==> src/design/mtccu_map.vh <==
// Register map, field positions and reset values of the compare/capture unit
`ifndef MTCCU_MAP_VH
`define MTCCU_MAP_VH
`define MTCCU_OFF_CTL      12'h000
`define MTCCU_OFF_VAL      12'h004
`define MTCCU_OFF_DMAEN    12'h008
`define MTCCU_OFF_STAT     12'h00C
`define MTCCU_RST_CTL      16'h0000
`define MTCCU_RST_VAL      16'h0000
`define MTCCU_RST_DMAEN    16'h0000
`define MTCCU_F_SYNC       15
`define MTCCU_F_BUF_HI     14
`define MTCCU_F_BUF_LO     12
`define MTCCU_F_SRC_HI     11
`define MTCCU_F_SRC_LO     10
`define MTCCU_F_EDGE_HI    9
`define MTCCU_F_EDGE_LO    8
`define MTCCU_F_PAIR       6
`define MTCCU_F_SOFT       5
`define MTCCU_F_WAVE_HI    4
`define MTCCU_F_WAVE_LO    2
`define MTCCU_F_POL        1
`define MTCCU_F_MODE       0
`define MTCCU_CTL_WMASK    16'hFF7F
`define MTCCU_CNT_UP       2'h0
`define MTCCU_CNT_DOWN     2'h1
`define MTCCU_CNT_UPDN     2'h2
`define MTCCU_RESP_OKAY    2'h0
`define MTCCU_RESP_SLVERR  2'h2
`endif

==> src/design/mtccu_channel.v <==
// Compare/capture unit of one multi_timer channel with AXI4-Lite registers
//
// The register addresses and the AXI4-Lite register port were chosen for this implementation.
`timescale 1ns/100ps
`default_nettype none
`include "mtccu_map.vh"

module mtccu_channel #(
    parameter DMA_CHANNELS = 16                // Implemented DMA channels
) (
    input  wire        mclk,                   // Channel clock
    input  wire        rst_n,                  // Synchronous reset, active low
    // AXI4-Lite slave
    input  wire [11:0] s_axi_awaddr,
    input  wire        s_axi_awvalid,
    output wire        s_axi_awready,
    input  wire [31:0] s_axi_wdata,
    input  wire [3:0]  s_axi_wstrb,
    input  wire        s_axi_wvalid,
    output wire        s_axi_wready,
    output reg  [1:0]  s_axi_bresp,
    output reg         s_axi_bvalid,
    input  wire        s_axi_bready,
    input  wire [11:0] s_axi_araddr,
    input  wire        s_axi_arvalid,
    output wire        s_axi_arready,
    output reg  [31:0] s_axi_rdata,
    output reg  [1:0]  s_axi_rresp,
    output reg         s_axi_rvalid,
    input  wire        s_axi_rready,
    // Counter block
    input  wire [15:0] cnt_value,              // Current counter value
    input  wire [1:0]  cnt_mode,               // Count direction mode
    input  wire        cnt_max,                // Counter MAX pulse
    input  wire        cnt_zero,               // Counter ZERO pulse
    input  wire        cnt_wrap_zero,          // Counter reverted to 0x0000
    input  wire        cnt_wrap_max,           // Counter reverted to MAX
    input  wire        partner_match,          // MATCH of the paired unit
    output reg         cnt_reset_req,          // Reset counter pulse
    output reg         match,                  // MATCH pulse of this unit
    output reg         capture_evt,            // Capture taken pulse
    // Pins
    input  wire        capture_pin,            // External capture input
    output wire        wave_out,               // Waveform output
    output reg  [15:0] dma_req                 // DMA request pulses
);

    // Registers
    // Software-visible registers, the compare buffer behind the value
    // register, and the edge-detect history of both trigger sources
    reg  [15:0] ctl_q;                         // Control register
    reg  [15:0] val_q;                         // Compare/capture value
    reg  [15:0] dma_en_q;                      // Limit DMA enables
    reg  [15:0] cbuf_q;                        // Compare buffer
    reg         val_new_q;                     // Written, not yet loaded
    reg         wave_q;                        // Waveform, active high
    reg         pin_s1_q;                      // Sync stage one
    reg         pin_s2_q;                      // Sync stage two
    reg         pin_prev_q;                    // Previous trigger level
    reg         soft_prev_q;                   // Previous software level
    // AXI holding: a write address or data beat that arrives
    // before its partner waits here until both are present
    reg         aw_q;                          // Address beat held
    reg         w_q;                           // Data beat held
    reg  [11:0] awaddr_q;                      // Held write address
    reg  [31:0] wdata_q;                       // Held write data
    reg  [3:0]  wstrb_q;                       // Held byte strobes

    // Control fields; the capture-only fields are decoded here but
    // only take effect in capture mode, and the waveform fields only
    // in comparator mode

    wire        cap_mode  = ctl_q[`MTCCU_F_MODE];
    wire [2:0]  buf_mode  = ctl_q[`MTCCU_F_BUF_HI:`MTCCU_F_BUF_LO];
    wire [1:0]  src_sel   = ctl_q[`MTCCU_F_SRC_HI:`MTCCU_F_SRC_LO];
    wire [1:0]  edge_sel  = ctl_q[`MTCCU_F_EDGE_HI:`MTCCU_F_EDGE_LO];
    wire [2:0]  wave_mode = ctl_q[`MTCCU_F_WAVE_HI:`MTCCU_F_WAVE_LO];
    wire        pair      = ctl_q[`MTCCU_F_PAIR];
    wire        down      = (cnt_mode == `MTCCU_CNT_DOWN);

    // Write path: take address and data in either order
    // Ready drops while a beat is held or a response is pending, so
    // only one write is in flight; the register update happens at
    // the edge where both beats are known, which is also the edge
    // that raises the write response
    assign s_axi_awready = !aw_q && !s_axi_bvalid;
    assign s_axi_wready  = !w_q && !s_axi_bvalid;
    assign s_axi_arready = !s_axi_rvalid;
    wire aw_have = aw_q | (s_axi_awvalid & s_axi_awready);
    wire w_have  = w_q | (s_axi_wvalid & s_axi_wready);
    wire [11:0] wa = aw_q ? awaddr_q : s_axi_awaddr;
    wire [31:0] wd = w_q ? wdata_q : s_axi_wdata;
    wire [3:0]  ws = w_q ? wstrb_q : s_axi_wstrb;
    wire        wr_go = aw_have & w_have & !s_axi_bvalid;
    wire        wr_ctl = wr_go && (wa[11:2] == `MTCCU_OFF_CTL >> 2);
    wire        wr_val = wr_go && (wa[11:2] == `MTCCU_OFF_VAL >> 2);
    wire        wr_dma = wr_go && (wa[11:2] == `MTCCU_OFF_DMAEN >> 2);
    wire        wr_ok  = wr_ctl | wr_val | wr_dma;

    // Byte-lane merge of a 16-bit register
    // Only strobes 1 and 0 matter; the upper half of the bus word
    // has no register behind it and is dropped
    function [15:0] mtccu_merge;
        input [15:0] old;
        input [31:0] data;
        input [3:0]  strb;
        begin
            mtccu_merge = {strb[1] ? data[15:8] : old[15:8],
                           strb[0] ? data[7:0] : old[7:0]};
        end
    endfunction

    // Mask of implemented DMA channels; unimplemented ones do nothing
    wire [16:0] dma_lim  = (17'h1_0000 >> (16 - DMA_CHANNELS)) - 17'h0_0001;
    wire [15:0] dma_mask = dma_lim[15:0];

    // Control write keeps the reserved bit at zero
    wire [15:0] ctl_new = mtccu_merge(ctl_q, wd, ws) & `MTCCU_CTL_WMASK;

    // Capture trigger
    // Pin level: straight from the pin in asynchronous mode, or from
    // the second synchroniser stage in synchronous mode. The software
    // level is bit 0 of the source selector, so moving it between
    // 2 and 3 looks like an edge. Source code 1 never triggers.
    wire pin_lvl  = ctl_q[`MTCCU_F_SYNC] ? pin_s2_q : capture_pin;
    wire soft_lvl = src_sel[0];
    wire src_pin  = (src_sel == 2'h0);
    wire src_soft = src_sel[1];
    wire trig_lvl = src_soft ? soft_lvl : pin_lvl;
    wire trig_prv = src_soft ? soft_prev_q : pin_prev_q;
    wire t_rise   = trig_lvl & !trig_prv;
    wire t_fall   = !trig_lvl & trig_prv;
    wire t_edge   = (edge_sel[0] & t_rise) | (edge_sel[1] & t_fall);
    wire cap_now  = cap_mode & (src_pin | src_soft) & t_edge;

    // Comparison against the buffered value
    // Only live in comparator mode; the registered copy of this
    // term is the one-cycle MATCH pulse
    wire eq = !cap_mode && (cnt_value == cbuf_q);

    // Buffer load timing
    // Decides at which edge the written value moves into the compare
    // buffer. Mode 0 loads at the edge after the write; the others
    // wait for a counter event. Reserved codes 5 to 7 never load,
    // and capture mode never loads.
    reg  load;
    always @* begin
        load = 1'b0;
        if (!cap_mode) begin
            case (buf_mode)
                3'h0: load = val_new_q;
                3'h1: load = down ? cnt_zero :
                    (cnt_mode == `MTCCU_CNT_UP) ? cnt_max :
                    (cnt_max | cnt_zero);
                3'h2: load = eq;
                3'h3: load = down ? cnt_wrap_max :
                    (cnt_mode == `MTCCU_CNT_UP) ? cnt_wrap_zero :
                    (eq | cnt_wrap_zero);
                3'h4: load = eq;
                default: load = 1'b0;
            endcase
        end
    end

    // Set and reset events for the waveform
    // own_m is this unit's match, limit is the event that plays the
    // opposite role: MAX or ZERO alone, or the partner match when the
    // pair mode bit is set. any_m lets either match of the pair act
    // in the one-sided modes.
    wire own_m  = eq;
    wire limit  = pair ? partner_match :
                  (down ? cnt_zero : cnt_max);
    wire any_m  = own_m | (pair & partner_match);

    // Next waveform level. Where two events meet in one cycle the
    // roles give no order: toggle modes let the limit win, set/reset
    // modes let the match win, and toggle mode 4 in pair mode
    // cancels when both matches come together.
    reg  wave_d;
    always @* begin
        wave_d = wave_q;
        case (wave_mode)
            3'h0: wave_d = ctl_q[`MTCCU_F_SOFT];
            3'h1: if (any_m) wave_d = 1'b1;
            3'h2: if (limit) wave_d = 1'b0;
                  else if (own_m) wave_d = !wave_q;
            3'h3: if (own_m) wave_d = 1'b1;
                  else if (limit) wave_d = 1'b0;
            3'h4: if (own_m ^ (pair & partner_match))
                      wave_d = !wave_q;
            3'h5: if (any_m) wave_d = 1'b0;
            3'h6: if (limit) wave_d = 1'b1;
                  else if (own_m) wave_d = !wave_q;
            3'h7: if (own_m) wave_d = 1'b0;
                  else if (limit) wave_d = 1'b1;
            default: wave_d = wave_q;
        endcase
    end

    // Capture ignores all waveform controls, polarity included; the
    // waveform state is frozen there and the pin shows it active
    // high. In comparator mode the polarity bit inverts the output.
    // Switching modes can therefore move the pin by itself, which a
    // user must allow for when reusing a unit.
    wire pol_eff = ctl_q[`MTCCU_F_POL] & !cap_mode;
    assign wave_out = wave_q ^ pol_eff;

    // Registers, capture and waveform state
    // All event outputs are registered one cycle after the inputs that
    // cause them, except a pin capture in synchronous mode, which comes
    // three cycles after the pin. Capture beats a software write of the value
    // register in the same cycle, so a captured count is never lost
    // to a late write; the write then has no effect.
    always @(posedge mclk) begin
        if (!rst_n) begin
            ctl_q       <= `MTCCU_RST_CTL;
            val_q       <= `MTCCU_RST_VAL;
            dma_en_q    <= `MTCCU_RST_DMAEN;
            cbuf_q      <= `MTCCU_RST_VAL;
            val_new_q   <= 1'b0;
            wave_q      <= 1'b0;
            pin_s1_q    <= 1'b0;
            pin_s2_q    <= 1'b0;
            pin_prev_q  <= 1'b0;
            soft_prev_q <= 1'b0;
            match       <= 1'b0;
            capture_evt <= 1'b0;
            cnt_reset_req <= 1'b0;
            dma_req     <= 16'h0000;
        end else begin
            // Synchroniser and edge history run in every mode
            pin_s1_q    <= capture_pin;
            pin_s2_q    <= pin_s1_q;
            pin_prev_q  <= pin_lvl;
            soft_prev_q <= soft_lvl;
            // Register writes from the bus
            if (wr_ctl)
                ctl_q <= ctl_new;
            if (wr_dma)
                dma_en_q <= mtccu_merge(dma_en_q, wd, ws);
            // Capture beats a software write of the value register
            if (cap_now)
                val_q <= cnt_value;
            else if (wr_val)
                val_q <= mtccu_merge(val_q, wd, ws);
            // A new write wins over a pending load of the old value
            if (wr_val && !cap_mode)
                val_new_q <= 1'b1;
            else if (load)
                val_new_q <= 1'b0;
            // Buffer follows the value register at the load point
            if (load)
                cbuf_q <= val_q;
            // One-cycle event pulses
            match         <= eq;
            capture_evt   <= cap_now;
            cnt_reset_req <= eq && (buf_mode == 3'h4);
            // Waveform frozen while capturing
            if (!cap_mode)
                wave_q <= wave_d;
            dma_req <= (cnt_max | cnt_zero) ?
                (dma_en_q & dma_mask) : 16'h0000;
        end
    end

    // AXI4-Lite handshake state
    // Write response one cycle after both beats are known; read data
    // one cycle after the address is taken. Each answer stands until
    // its ready is seen. Unmapped addresses answer with SLVERR and
    // read zero. The status word shows the compare buffer.
    always @(posedge mclk) begin
        if (!rst_n) begin
            aw_q <= 1'b0;
            w_q <= 1'b0;
            awaddr_q <= 12'h000;
            wdata_q <= 32'h0000_0000;
            wstrb_q <= 4'h0;
            s_axi_bvalid <= 1'b0;
            s_axi_bresp <= `MTCCU_RESP_OKAY;
            s_axi_rvalid <= 1'b0;
            s_axi_rresp <= `MTCCU_RESP_OKAY;
            s_axi_rdata <= 32'h0000_0000;
        end else begin
            if (s_axi_awvalid && s_axi_awready) begin
                awaddr_q <= s_axi_awaddr;
                aw_q <= 1'b1;
            end
            if (s_axi_wvalid && s_axi_wready) begin
                wdata_q <= s_axi_wdata;
                wstrb_q <= s_axi_wstrb;
                w_q <= 1'b1;
            end
            if (wr_go) begin
                aw_q <= 1'b0;
                w_q <= 1'b0;
                s_axi_bvalid <= 1'b1;
                s_axi_bresp <= wr_ok ? `MTCCU_RESP_OKAY : `MTCCU_RESP_SLVERR;
            end else if (s_axi_bready) begin
                s_axi_bvalid <= 1'b0;
            end
            if (s_axi_arvalid && s_axi_arready) begin
                s_axi_rvalid <= 1'b1;
                s_axi_rresp <= `MTCCU_RESP_OKAY;
                case (s_axi_araddr[11:2])
                    `MTCCU_OFF_CTL >> 2:   s_axi_rdata <= {16'h0000, ctl_q};
                    `MTCCU_OFF_VAL >> 2:   s_axi_rdata <= {16'h0000, val_q};
                    `MTCCU_OFF_DMAEN >> 2: s_axi_rdata <= {16'h0000, dma_en_q};
                    `MTCCU_OFF_STAT >> 2:  s_axi_rdata <= {16'h0000, cbuf_q};
                    // Unmapped word: zero data, error response
                    default: begin
                        s_axi_rdata <= 32'h0000_0000;
                        s_axi_rresp <= `MTCCU_RESP_SLVERR;
                    end
                endcase
            end else if (s_axi_rready) begin
                s_axi_rvalid <= 1'b0;
            end
        end
    end

endmodule
`default_nettype wire

==> config.mk <==
export PLATFORM = sky130hd
export DESIGN_NAME = mtccu_channel
export DESIGN_NICKNAME = d
export VERILOG_FILES = /design/src/design/mtccu_channel.v
export VERILOG_INCLUDE_DIRS = /design/src /design/src/design
export SDC_FILE = /design/constraint.sdc
export NUM_CORES = 1
export LEC_CHECK = 0
export BUFFER_PORTS_ARGS = -buffer_cell sky130_fd_sc_hd__buf_2
export CORE_AREA = 2 2 132 108
export CTS_CLUSTER_DIAMETER = 200
export CTS_CLUSTER_SIZE = 16
export DETAILED_ROUTE_END_ITERATION = 8
export DIE_AREA = 0 0 134 110
export GPL_ROUTABILITY_DRIVEN = 0
export PLACE_DENSITY = 0.74
export SYNTH_ARGS = -nofsm -noshare
export SYNTH_HDL_FRONTEND = slang
export SYNTH_SLANG_ARGS = --single-unit
==> constraint.sdc <==
create_clock -name mclk -period 2.8 [get_ports mclk]
set_clock_uncertainty 0.2 [all_clocks]
set_input_delay 0.28 -clock mclk [delete_from_list [all_inputs] [get_ports mclk]]
set_output_delay 0.28 -clock mclk [all_outputs]
set_load 0.005 [all_outputs]
# Word-level counts from Yosys, hierarchy flattened
# Cells that the tools add are included.
# W data, S select, Z words.
# word_totals
ff_bits	158
inputBits	91
out_inout_bits	61
word_cells	155
# classes
n_eq_ne	23
n_mux	38
n_bitwise	25
reduce_logical	42
# op_table
operator	n
$pmux W16 S4	1
$mux W16	3
$eq A10 B2 Y1 const B	3
$mux W1	26
$eq A10 B1 Y1 const B	2
$logic_not A10 Y1	2
$eq A16 B16 Y1	1
$mux W8	2
$eq A3 B3 Y1 const B	5
$reduce_and A2 Y1	7
$and A1 B1 Y1	12
$eq A3 B2 Y1 const B	4
$mux W12	1
$reduce_bool A2 Y1	6
$logic_and A1 B1 Y1	11
$or A1 B1 Y1	9
$logic_not A1 Y1	8
$pmux W1 S8	1
$eq A3 B1 Y1 const B	2
$logic_not A3 Y1	2
$mux W2	3
$ne A2 B2 Y1 const B	3
$ne A3 B3 Y1 const B	2
$reduce_and A6 Y1	1
7 further kinds	11

# Longest topological paths before layout
# depth
depth_word	10
depth_mapped	12
ltp_nobuf	12

# Least setup slack after synthesis
# No wires, ideal clock.
# synth_path
kind	reg2reg
from	register cbuf_q[8]
to	register wave_q
setup_time_ns	0.086
arrival_time_ns	2.360
required_time_ns	2.514
slack_ns	0.154
path_stages_with_launch	13
path_buffers	0
period_less_slack_ns	2.646
path_cell_list	dfxtp_1 > xnor2_1 > nand4_1 > nor3_1 > and2_1 > inv_1 > ha_1 > or3b_1 > a21oi_1 > nor2_1 > nor4b_1 > o31a_1 > a211oi_1
# synth_via
elab_chain_len	5
word_cells_on_any_way	16
cone_classes	eq/ne (6); mux (6); bitwise (2); reduce/logical (2)
# synth_rtl
item	line	text
from (decl)	mtccu_channel.v:54	reg [15:0] cbuf_q;
from (signal assigned)	mtccu_channel.v:219	cbuf_q <= `MTCCU_RST_VAL;
from (signal assigned)	mtccu_channel.v:253	cbuf_q <= val_q;
$eq A16 B16 Y1 *	mtccu_channel.v:139	wire eq = !cap_mode && (cnt_value == cbuf_q);
$logic_and A1 B1 Y1 *	mtccu_channel.v:139	
$mux W1 (tied with other cells) (2 in series)	-	
$pmux W1 S8 or $reduce_and A6 Y1 (tied branches)	-	
to (signal assigned)	mtccu_channel.v:260	wave_q <= wave_d;
to (decl)	mtccu_channel.v:56	reg wave_q;
# Every way passes the cells marked *; elsewhere a longest branch is shown, timed or not.
# A chain may end at the register's enable or synchronous reset.

# Final worst setup path
# layout_path
from	input port cnt_value[14]
to	register wave_q
# layout_via
elab_chain_len	5
word_cells_on_any_way	16
cone_classes	eq/ne (6); mux (6); bitwise (2); reduce/logical (2)
# layout_rtl
item	line	text
from (decl)	mtccu_channel.v:32	input wire [15:0] cnt_value,
$eq A16 B16 Y1 *	mtccu_channel.v:139	
$logic_and A1 B1 Y1 *	mtccu_channel.v:139	
$mux W1 (tied with other cells) (2 in series)	-	
$pmux W1 S8 or $reduce_and A6 Y1 (tied branches)	-	
# Marked as above.

==> results.json <==
{
  "status": "finished, final reports clean",
  "ys_types": 59,
  "syn_avg_cell_area_um2": 9.243,
  "slew_violations": 0,
  "rr_worst_depth": 13,
  "vdd.ir_drop.worst_uv": 430.3,
  "critPathKind": "in2reg",
  "yosysSeqAreaShare_pct": 43.83,
  "slew_headroom_pct": 23.92,
  "hold_ws_ps": 38.96,
  "drv_cap": 0,
  "min_path_cells": 3,
  "final_common_cell": "dfxtp_1",
  "wl_met1_mm": 7.953,
  "yosysWarningCount": 0,
  "row_count": 38,
  "critPathMaxStageDelay_ps": 530,
  "rr_startpoint": "cbuf_q[11]",
  "clock_latency_ps": 420,
  "cts_max_level": 4,
  "coreArea_mm2": 0.01336,
  "antenna_found_initial": 0,
  "setup_viol": 0,
  "min_from": "cnt_value[5]",
  "seqCellArea_mm2": 0.002775,
  "postRouteAntennaNets": 0,
  "tns_ps": 0,
  "vias": 5639,
  "power_density_mw_per_mm2": 593.0,
  "layout.nets": 940,
  "dr.max_layer_used": "met4",
  "vias_per_cell": 5.417,
  "netlist_instances": 682,
  "pin_count": 152,
  "drtIter0Drc": 503,
  "drc_errors": 0,
  "async_reset_ff_share_pct": 0,
  "fmax_mhz": 366.4,
  "first_global_vias": 5453,
  "cp_max_fo": 2,
  "dpl.hpwl_mm": 11.65,
  "wl_met3_mm": 1.221,
  "path_cells": "dlygate4sd3_1 > buf_2 > xor2_1 > nor3_2 > and2_4 > inv_1 > ha_1 > or3b_1 > a21oi_1 > nor2_1 > buf_4 > nand3_1 > o211ai_1 > a211oi_2",
  "cts_sinks": 138,
  "numCtsBuffers": 17,
  "cts-root-buf": "clkbuf_16",
  "path_clk_slew_ps": 60,
  "n_fill_cell": 1086,
  "num_antenna_cells": 0,
  "drive_above_1_share_pct": 27.53,
  "cp_slowest_cell": "dlygate4sd3_1",
  "dr_wl_met2_mm": 8.639,
  "cp.arrival_ps": 2870,
  "die_area_mm2": 0.01474,
  "tightest_slew_ps": 1137,
  "grt_max_degree": 60,
  "cp-end-kind": "flip-flop",
  "synthesis.area_mm2": 0.006304,
  "hold_viol": 0,
  "ys_seq_elements": 138,
  "layout-area-overhead-vs-synth_pct": 31.10,
  "final_cell_mix": "130 x dfxtp_1, 114 x nand2_1, 111 x buf_2",
  "initial_core_util_pct": 47.18,
  "synth_flop_cell": "dfxtp_1",
  "die_h_um": 110,
  "final.min_clock_period_ps": 2729,
  "port-buffer-count": 111,
  "start_kind": "input pin",
  "clockBufferDepth": 2,
  "synth_edf_count": 0,
  "wirelength_mm": 18.08,
  "multi_input_area_mm2": 0.003343,
  "grt_pass1_wl_mm": 27.86,
  "holdPathEnd": "val_q[5]",
  "dr.pass1.iters": 6,
  "finalCritPeriodShare_pct": 97.47,
  "tritoncts": "built",
  "die-width_um": 134,
  "required_ps": 2940,
  "r2r_slack_ps": 110,
  "r2r-end": "wave_q",
  "hold_path.class": "in2reg",
  "p_leak_nw": 3.550,
  "wl_per_cell_um": 17.37,
  "gr-usage-all-layers_pct": 24.53,
  "grt_remaining_overflow": 0
}
[layer usage]
metal	up-vias	global-route usage, %
met2	227	40.33
met4	0	7.827
met1	2715	31.80
li1	2673	-
met3	24	6.447
met5	-	0
[kinds of logic (layout without fill, tap and decap cells)]
kind of cell,after synthesis,after routing,synth area share (%)
and+or+nand+nor,241,241,18.92
DFF,138,138,43.83
AOI/OAI and AO/OA,127,127,14.45
muxes,88,88,14.37
buffers and inverters,68,230,5.677
xor gates and xnor gates,18,18,2.501
adders and majority gates,1,1,0.1985
other,1,18,0.05949
[state kept, by name (all words and copies together), names as in the netlist, 2 cells and up]
name,cells
dma_en_q,16
val_q,16
wdata_q,16
s_axi_rdata,16
cbuf_q,16
dma_req,16
awaddr_q,10
ctl_q,15
wstrb_q,2
[cells in the mapped netlist, types with 6 or more instances]
cell / n / area share (%)
mux2_2: 19 / 3.4
nand2_1: 114 / 6.8
dfxtp_1: 138 / 44
o2bb2ai_1: 8 / 1.1
mux2i_1: 68 / 11
a21oi_1: 48 / 3.8
nor3_1: 6 / 0.48
a22oi_1: 31 / 3.7
a21o_1: 16 / 1.9
o2bb2ai_2: 8 / 1.9
nor2_1: 50 / 3.0
clkbuf_1: 22 / 1.3
xnor2_1: 17 / 2.4
inv_1: 9 / 0.54
and2_1: 23 / 2.3
buf_4: 19 / 2.3
buf_2: 13 / 1.0
[area by class of cell]
| type | instances | share of cell area (%) |
|---|---|---|
| Clock buffer | 18 | 5.314 |
| Inverter | 11 | 0.4996 |
| Sequential cell | 138 | 33.58 |
| Tap cell | 180 | 2.725 |
| Timing Repair Buffer | 187 | 15.05 |
| Clock inverter | 14 | 2.377 |
| Multi-Input combinational cell | 493 | 40.45 |
[repair_timing]
| item | 4_1_cts | 5_1_grt |
|---|---|---|
| setup buffers | 0 | 2 |
| hold buffers | 47 | 0 |
| pin swaps | 0 | 15 |
| endpoints found under the setup margin | 1 | 1 |
| gates resized for setup | 1 | 21 |
| hold endpoints to repair | 46 | 0 |
[metrics by stage]
| step | area [um^2] | util [%] | power, mW | worst slack, ps | std cells |
|---|---|---|---|---|---|
| final | 8264 | 61.86 | 4.900 | 70.80 | 1041 |
| after global routing | 8264 | 61.86 | 5.052 | -15.40 | 1041 |
| after CTS | 8155 | 61.04 | 4.891 | 7.728 | 1039 |
| after detailed placement | 7042 | 52.71 | 2.462 | -26.29 | 960 |
| after global placement | 7042 | 52.71 | 2.452 | -51.13 | 960 |
| after floorplan | 6367 | - | 2.326 | 154.3 | 699 |
[critical path: cells and delay by family]
kind	cells	cell delay [ps]
buffers and inverters	4	860
xor gates and xnor gates	1	170
AOI/OAI and AO/OA	3	390
and+or+nand+nor	5	910
adders and majority gates	1	260
[how the worst max path moves through the flow]
stage | start | to | slack (ps) | depth (start not counted)
after global placement | cnt_value[9] | wave_q | -50 | 13
after floorplan | cbuf_q[8] | wave_q | 150 | 12
final | cnt_value[14] | wave_q | 70 | 14
after global routing | cbuf_q[11] | wave_q | -20 | 13
after detailed placement | cnt_value[9] | wave_q | -30 | 13
after CTS | cbuf_q[8] | wave_q | 8 | 12
[power breakdown]
part	internal, mW	switching (mW)
logic	0.197	0.252
registers	2.01	0.0362
clock network	1.52	0.892
total	3.72	1.18
Note: power is estimated with default switching activity, not from simulation.
